===== src/tsa_pkg.sv =====
// Shared constants and types for the tag state / anticollision link.
// Assumes both ends run on one clock, mclk, with a synchronous reset.
package tsa_pkg;
	localparam int HANDLE_W = 8;
	localparam int SLOT_W = 4;
	localparam int SLOT_COUNT = 16;
	localparam logic [3:0] LAST_SLOT = 4'hF;
	localparam logic [7:0] LFSR_SEED = 8'hA5;
	localparam logic [7:0] LFSR_TAPS = 8'hB8;

	typedef enum logic [2:0] {
		TSA_CMD_INV_OPEN,
		TSA_CMD_SLOT_START,
		TSA_CMD_SLOT_MARK,
		TSA_CMD_CHOOSE,
		TSA_CMD_RETIRE,
		TSA_CMD_FETCH,
		TSA_CMD_STORE,
		TSA_CMD_SERIAL
	} tsa_cmd_t;

	typedef enum logic [2:0] {
		TSA_ST_OFF,
		TSA_ST_READY,
		TSA_ST_INVENTORY,
		TSA_ST_SELECTED,
		TSA_ST_DESELECTED,
		TSA_ST_DEACTIVATED
	} tsa_state_t;
endpackage : tsa_pkg


===== src/tsa_link_if.sv =====
// Link between the reader end and the tag end: one command strobe, one reply strobe.
// Assumes the testbench supplies mclk and rst and models field power.
`timescale 1ns/1ps
interface tsa_link_if (
	input wire logic mclk,
	input wire logic rst
);
	logic cmd_valid;
	tsa_pkg::tsa_cmd_t cmd_code;
	logic [7:0] cmd_arg;
	logic cmd_frame_ok;
	logic rsp_valid;
	logic [7:0] rsp_handle;
	logic exec_valid;
	tsa_pkg::tsa_cmd_t exec_code;

	modport tag (
		input mclk, rst, cmd_valid, cmd_code, cmd_arg, cmd_frame_ok,
		output rsp_valid, rsp_handle, exec_valid, exec_code
	);
	modport reader (
		input mclk, rst, rsp_valid, rsp_handle,
		output cmd_valid, cmd_code, cmd_arg, cmd_frame_ok
	);
endinterface : tsa_link_if


===== src/tsa_tag.sv =====
// Tag end: operating state, random tag handle and slot answers.
// Assumes commands arrive already decoded; field_ok is synchronous to mclk.
`timescale 1ns/1ps
module tsa_tag (
	tsa_link_if.tag link,
	input wire logic field_ok,
	output tsa_pkg::tsa_state_t state,
	output logic [7:0] handle
);
	tsa_pkg::tsa_state_t state_q;
	logic [7:0] handle_q;
	logic [7:0] lfsr_q;
	logic rsp_valid_q;
	logic [7:0] rsp_handle_q;
	logic exec_valid_q;
	tsa_pkg::tsa_cmd_t exec_code_q;
	logic take;
	logic match;
	logic [7:0] fresh;

	// Free-running LFSR: the entropy comes from when commands arrive
	always_ff @(posedge link.mclk) begin
		if (link.rst) begin
			lfsr_q <= tsa_pkg::LFSR_SEED;
		end else begin
			lfsr_q <= {1'b0, lfsr_q[7:1]} ^ (lfsr_q[0] ? tsa_pkg::LFSR_TAPS : 8'h00);
		end
	end

	assign fresh = lfsr_q;
	assign take = link.cmd_valid && link.cmd_frame_ok;
	assign match = link.cmd_arg == handle_q;

	// One flag per accepted command; a bad frame raises none of them
	logic hit_open;
	logic hit_start;
	logic hit_mark;
	logic hit_choose;
	logic hit_retire;
	logic hit_fetch;
	logic hit_store;
	logic hit_serial;
	logic in_ready;
	logic in_inv;
	logic in_sel;

	always_comb begin
		hit_open = 1'b0;
		hit_start = 1'b0;
		hit_mark = 1'b0;
		hit_choose = 1'b0;
		hit_retire = 1'b0;
		hit_fetch = 1'b0;
		hit_store = 1'b0;
		hit_serial = 1'b0;
		if (take) begin
			unique case (link.cmd_code)
				tsa_pkg::TSA_CMD_INV_OPEN: hit_open = 1'b1;
				tsa_pkg::TSA_CMD_SLOT_START: hit_start = 1'b1;
				tsa_pkg::TSA_CMD_SLOT_MARK: hit_mark = 1'b1;
				tsa_pkg::TSA_CMD_CHOOSE: hit_choose = 1'b1;
				tsa_pkg::TSA_CMD_RETIRE: hit_retire = 1'b1;
				tsa_pkg::TSA_CMD_FETCH: hit_fetch = 1'b1;
				tsa_pkg::TSA_CMD_STORE: hit_store = 1'b1;
				tsa_pkg::TSA_CMD_SERIAL: hit_serial = 1'b1;
			endcase
		end
	end

	// State qualifiers drop with the field so nothing moves while power fails
	assign in_ready = state_q == tsa_pkg::TSA_ST_READY && field_ok;
	assign in_inv = state_q == tsa_pkg::TSA_ST_INVENTORY && field_ok;
	assign in_sel = state_q == tsa_pkg::TSA_ST_SELECTED && field_ok;

	always_ff @(posedge link.mclk) begin
		if (link.rst || !field_ok) begin
			state_q <= tsa_pkg::TSA_ST_OFF;
		end else begin
			unique case (state_q)
				tsa_pkg::TSA_ST_OFF: state_q <= tsa_pkg::TSA_ST_READY;
				tsa_pkg::TSA_ST_READY: begin
					if (take && link.cmd_code == tsa_pkg::TSA_CMD_INV_OPEN) begin
						state_q <= tsa_pkg::TSA_ST_INVENTORY;
					end
				end
				tsa_pkg::TSA_ST_INVENTORY: begin
					if (take && link.cmd_code == tsa_pkg::TSA_CMD_CHOOSE && match) begin
						state_q <= tsa_pkg::TSA_ST_SELECTED;
					end
				end
				tsa_pkg::TSA_ST_SELECTED: begin
					if (take && link.cmd_code == tsa_pkg::TSA_CMD_CHOOSE && !match) begin
						state_q <= tsa_pkg::TSA_ST_DESELECTED;
					end else if (take && link.cmd_code == tsa_pkg::TSA_CMD_RETIRE) begin
						state_q <= tsa_pkg::TSA_ST_DEACTIVATED;
					end
				end
				tsa_pkg::TSA_ST_DESELECTED: begin
					if (take && link.cmd_code == tsa_pkg::TSA_CMD_CHOOSE && match) begin
						state_q <= tsa_pkg::TSA_ST_SELECTED;
					end
				end
				// Retire and choose flags are ignored here until power is lost
				tsa_pkg::TSA_ST_DEACTIVATED: state_q <= tsa_pkg::TSA_ST_DEACTIVATED;
				default: state_q <= tsa_pkg::TSA_ST_OFF;
			endcase
		end
	end

	// Handle: only Ready entry, inventory-open and slot start touch it
	always_ff @(posedge link.mclk) begin
		if (link.rst) begin
			handle_q <= 8'h00;
		end else if (state_q == tsa_pkg::TSA_ST_OFF && field_ok) begin
			handle_q <= fresh;
		end else if (hit_open && (in_ready || in_inv)) begin
			// Reply carries this same value, so a later choose-tag can match
			handle_q <= fresh;
		end else if (hit_start && in_inv) begin
			handle_q <= {handle_q[7:4], fresh[3:0]};
		end
	end

	// Reply strobe; every other case stays silent
	always_ff @(posedge link.mclk) begin
		if (link.rst || !field_ok) begin
			rsp_valid_q <= 1'b0;
		end else if (hit_open && (in_ready || in_inv)) begin
			rsp_valid_q <= 1'b1;
		end else if (hit_start && in_inv) begin
			rsp_valid_q <= fresh[3:0] == 4'h0;
		end else if (hit_mark && in_inv) begin
			rsp_valid_q <= link.cmd_arg[3:0] == handle_q[3:0];
		end else begin
			rsp_valid_q <= 1'b0;
		end
	end

	// Reply value; also loaded on silent slot commands, since the reader reads it only with the strobe
	always_ff @(posedge link.mclk) begin
		if (link.rst || !field_ok) begin
			rsp_handle_q <= 8'h00;
		end else if (hit_open && (in_ready || in_inv)) begin
			rsp_handle_q <= fresh;
		end else if (hit_start && in_inv) begin
			rsp_handle_q <= {handle_q[7:4], fresh[3:0]};
		end else if (hit_mark && in_inv) begin
			rsp_handle_q <= handle_q;
		end
	end

	// Access commands are passed on only when selected
	always_ff @(posedge link.mclk) begin
		if (link.rst || !field_ok) begin
			exec_valid_q <= 1'b0;
			exec_code_q <= tsa_pkg::TSA_CMD_FETCH;
		end else begin
			exec_valid_q <= in_sel && (hit_fetch || hit_store || hit_serial);
			exec_code_q <= link.cmd_code;
		end
	end

	assign link.rsp_valid = rsp_valid_q;
	assign link.rsp_handle = rsp_handle_q;
	assign link.exec_valid = exec_valid_q;
	assign link.exec_code = exec_code_q;
	assign state = state_q;
	assign handle = handle_q;
endmodule : tsa_tag


===== src/flat_wrapper.sv =====
// flat-port wrapper written by rule: the top's interface ports become plain ports
module tsa_tag_flat 
  (field_ok, state, handle, mclk, rst, link_cmd_valid, link_cmd_code, link_cmd_arg, link_cmd_frame_ok, link_rsp_valid, link_rsp_handle, link_exec_valid, link_exec_code);
  tsa_link_if link_i (.mclk(mclk), .rst(rst));
  input wire logic field_ok;
  output tsa_pkg::tsa_state_t state;
  output logic [7:0] handle;
  input wire logic mclk;
  input wire logic rst;
  input wire logic [$bits(link_i.cmd_valid)-1:0] link_cmd_valid;
  input wire logic [$bits(link_i.cmd_code)-1:0] link_cmd_code;
  input wire logic [$bits(link_i.cmd_arg)-1:0] link_cmd_arg;
  input wire logic [$bits(link_i.cmd_frame_ok)-1:0] link_cmd_frame_ok;
  output wire logic [$bits(link_i.rsp_valid)-1:0] link_rsp_valid;
  output wire logic [$bits(link_i.rsp_handle)-1:0] link_rsp_handle;
  output wire logic [$bits(link_i.exec_valid)-1:0] link_exec_valid;
  output wire logic [$bits(link_i.exec_code)-1:0] link_exec_code;
  assign link_i.cmd_valid = link_cmd_valid;
  assign link_i.cmd_code = link_cmd_code;
  assign link_i.cmd_arg = link_cmd_arg;
  assign link_i.cmd_frame_ok = link_cmd_frame_ok;
  assign link_rsp_valid = link_i.rsp_valid;
  assign link_rsp_handle = link_i.rsp_handle;
  assign link_exec_valid = link_i.exec_valid;
  assign link_exec_code = link_i.exec_code;
  tsa_tag u_core (.link(link_i), .field_ok(field_ok), .state(state), .handle(handle));
endmodule

===== config.mk =====
export PLATFORM = sky130hd
export DESIGN_NAME = tsa_tag_flat
export DESIGN_NICKNAME = d
export VERILOG_FILES = /design/src/tsa_pkg.sv /design/src/tsa_link_if.sv /design/src/tsa_tag.sv /design/src/flat_wrapper.sv
export SDC_FILE = /design/constraint.sdc
export NUM_CORES = 1
export LEC_CHECK = 0
export BUFFER_PORTS_ARGS = -buffer_cell sky130_fd_sc_hd__buf_2
export CORE_MARGIN = 1
export CORE_UTILIZATION = 25
export CTS_CLUSTER_SIZE = 14
export DETAILED_ROUTE_END_ITERATION = 8
export PLACE_DENSITY = 0.43
export SLEW_MARGIN = 20
export SYNTH_ARGS = -nofsm -noshare
export SYNTH_HDL_FRONTEND = slang
export SYNTH_SLANG_ARGS = --single-unit

===== constraint.sdc =====
create_clock -name mclk -period 4 [get_ports mclk]
set_clock_uncertainty 0.15 [all_clocks]
set_input_delay 0.6 -clock mclk [delete_from_list [all_inputs] [get_ports mclk]]
set_output_delay 0.6 -clock mclk [all_outputs]
set_load 0.03 [all_outputs]

==> flow_metrics.py <==
metrics = {
    "synth": {
        "syn_area_um2": 1620,
        "yosysWarnings": 0,
        "synthDistinctLibCells": 46,
        "async_flop_share_pct": 0,
        "yosys_register_bits": 32,
        "synth_top_flop_cell": "dfxtp_1",
        "seq_area_frac_synth_pct": 39.7,
        "synth_top_area_share_pct": 39.7,
        "syn_avg_cell_area_um2": 9.39,
        "synth_edf_count": 0,
        "synthesis.nets": 188,
        "yosys.area.top_type": "dfxtp_1",
        "synth_cells": 172,
        "synthTopCellsByArea": "dfxtp_1, mux2i_1, nand2b_1, nor2_1, xor2_1",
    },
    "worst_setup_path": {
        "crit_slowest_cell": "dfxtp_1",
        "reg2reg_from": "u_core.state[1]$_SDFFE_PP0P_",
        "cpPeakStageDelay_ns": 0.66,
        "arrival_ns": 2.07,
        "critical_path_class": "reg2reg",
        "crit_fanout": 13,
        "path_cells": "nand4bb_4, or4_4, nand2_4, nor2_1, a211oi_2",
        "startpoint_type": "register",
        "critPathCaptureType": "register",
        "crit_path_start": "u_core.state[1]$_SDFFE_PP0P_",
        "required_ns": 4.05,
    },
    "routing": {
        "routed_wl_um": 3920,
        "num_vias": 1346,
        "routedWlPerCell_um": 13.7,
        "postRouteAntennaNets": 0,
        "first_pass_iters": 4,
        "route.detailed.drc": 0,
        "via_per_inst": 4.71,
        "drtIter0Drc": 43,
    },
    "global_route": {
        "grt-ovfl-total": 0,
        "grt_max_degree": 21,
        "track_usage_pct": 13.0,
        "antenna_found_initial": 0,
        "grt_pass1_wl_um": 6250,
        "grt_pass1_vias": 1231,
    },
    "power": {
        "internal-power_w": 0.000512,
        "p_seq_share_pct": 49.9,
        "leakagePower_nw": 0.825,
        "power.switching_w": 0.000193,
        "powerDensity_nw_per_um2": 360,
        "ir_worst_vdd_mv": 0.129,
        "p_sw_share_pct": 27.4,
        "power.share.combinational_pct": 12.8,
        "clkPwrFrac_pct": 37.3,
        "finalPower_w": 0.000706,
    },
    "floorplanning": {
        "die_w_um": 82.4,
        "core_um2": 6060,
        "die_h_um": 82.4,
        "io-pin-count": 40,
        "core.rowCount": 28,
        "start_util_pct": 26.7,
        "die_area_um2": 6790,
    },
    "sta": {
        "grt_setup_unrepaired": "no",
        "fin_setup_tns_ns": 0,
        "fin_crit_sh_pct": 50.6,
        "final_max_slew_viol_count": 0,
        "max-slew-margin-rel_pct": 43.8,
        "setup_viol": 0,
        "worst_slew_pin_slew_ns": 0.844,
        "hold_viol": 0,
        "finalCriticalPeriod_ns": 2.02,
        "hold_ws_ns": 0.334,
        "fmax_mhz": 494,
    },
    "cells_and_area": {
        "layout_common_cells": "buf_2, dfxtp_1, nor2_1",
        "diodes": 0,
        "ff_latch_area_um2": 641,
        "nFillCells": 677,
        "drive_gt1_share_pct": 30.8,
        "multiInputGateArea_um2": 922,
        "synthToLayoutAreaGrowth_pct": 21.4,
        "stdcell_count": 286,
        "finalNetCount": 226,
        "layout_commonest_cell": "buf_2",
    },
    "clock_network": {
        "cts_buffer_depth": 2,
        "clock-sinks": 32,
        "cts_made_buffers": 5,
        "path_clk_slew_ns": 0.07,
        "h-tree-depth": 2,
        "cts_root_buffer": "clkbuf_8",
        "cts_resized": 0,
        "clk_latency_ns": 0.29,
        "cts_setup_buffers": 0,
        "postCtsHoldBufs": 0,
        "cts_tree": "built",
    },
    "hold_path": {
        "hold_path_class": "reg2reg",
        "hp-start": "u_core.link.rsp_handle[2]$_SDFFE_PP0P_",
    },
    "placement": {
        "dpl.hpwl_um": 2810,
        "dp_cells": 278,
        "gp_congestion": 0.696,
        "io_buffers": 39,
    },
    "run_status": {
        "status": "complete, no violations",
    },
    "run": {
        "maxCapViolCount": 0,
    },
}
-- Yosys cell counts (2+ instances only) --
cell type / instances
dfxtp_1: 32
nand3_1: 2
o21ai_0: 3
and2b_1: 2
nand2b_1: 13
xnor2_1: 5
or2_2: 3
clkbuf_1: 5
a211oi_2: 4
a311oi_1: 3
nor2_1: 19
or4_1: 2
inv_1: 5
nor4_2: 3
nand2_1: 12
buf_2: 3
a31oi_1: 2
mux2i_1: 11
a21oi_1: 5
xor2_1: 7
nor2_2: 2
nor2b_1: 5
-- registers in the layout, indices dropped and copies added (netlist names) --
signal                  flops
u_core.state                3
u_core.link.rsp_valid       1
u_core.link.exec_code       3
u_core.handle               8
u_core.fresh                8
u_core.link.exec_valid      1
u_core.link.rsp_handle      8
-- metrics by stage --
stage | util, % | area [um^2] | setup slack [ns]
after floorplan | - | 1620 | 1.97
after global placement | 30.9 | 1870 | 1.71
after detailed placement | 30.9 | 1870 | 1.68
after CTS | 32.3 | 1960 | 1.98
after global routing | 32.3 | 1960 | 1.84
final | 32.3 | 1960 | 1.98
-- logic make-up after synthesis --
kind of cell / share of synthesized area (%)
muxes: 8.44
buffers and inverters: 3.25
adders and majority gates: 0.697
xor gates and xnor gates: 6.51
and+or+nand+nor: 27.6
DFF: 39.7
AOI/OAI and AO/OA: 13.9
-- final cells by class --
| class | count | share of cell area [%] |
|---|---|---|
| clock buffer | 8 | 4.59 |
| inverter | 5 | 0.957 |
| multi-input combinational | 127 | 47.0 |
| sequential | 32 | 32.7 |
| tap | 75 | 4.79 |
| timing repair buffer | 39 | 9.96 |
-- critical path: cells and delay by family, from the launching register on --
family | cells | cell delay (ns)
AO/OA/AOI/OAI | 1 | 0.18
flip-flops | 1 | 0.66
AND/OR/NAND/NOR | 4 | 0.93
-- power by group through the flow --
stage	clock network [W]	registers (W)	logic (W)
5_1_grt	0.000287	0.000354	0.0000990
4_1_cts	0.000277	0.000352	0.0000915
2_1_floorplan	0	0.000368	0.0000515
3_5_place_dp	0	0.000359	0.0000912
6_report	0.000263	0.000352	0.0000902
3_3_place_gp	0	0.000360	0.0000912
-- worst paths after layout --
check                                                 to  slack, ns  cells past startpoint
setup / recovery  u_core.link.rsp_handle[5]$_SDFFE_PP0P_       1.98                      5
hold / removal    u_core.link.rsp_handle[2]$_SDFFE_PP0P_       0.33                      2
setup reg to reg  u_core.link.rsp_handle[5]$_SDFFE_PP0P_       1.98                      5
hold reg to reg   u_core.link.rsp_handle[2]$_SDFFE_PP0P_       0.33                      2
-- metal layers --
metal	routed length [um]	track usage, %	part of all wire [%]
met1	1990	17.2	51
met5	0	0	0
met3	170	3.96	4.3
met4	131	7.37	3.3
met2	1630	18.4	42
Note: power is estimated with default switching activity, not from simulation.
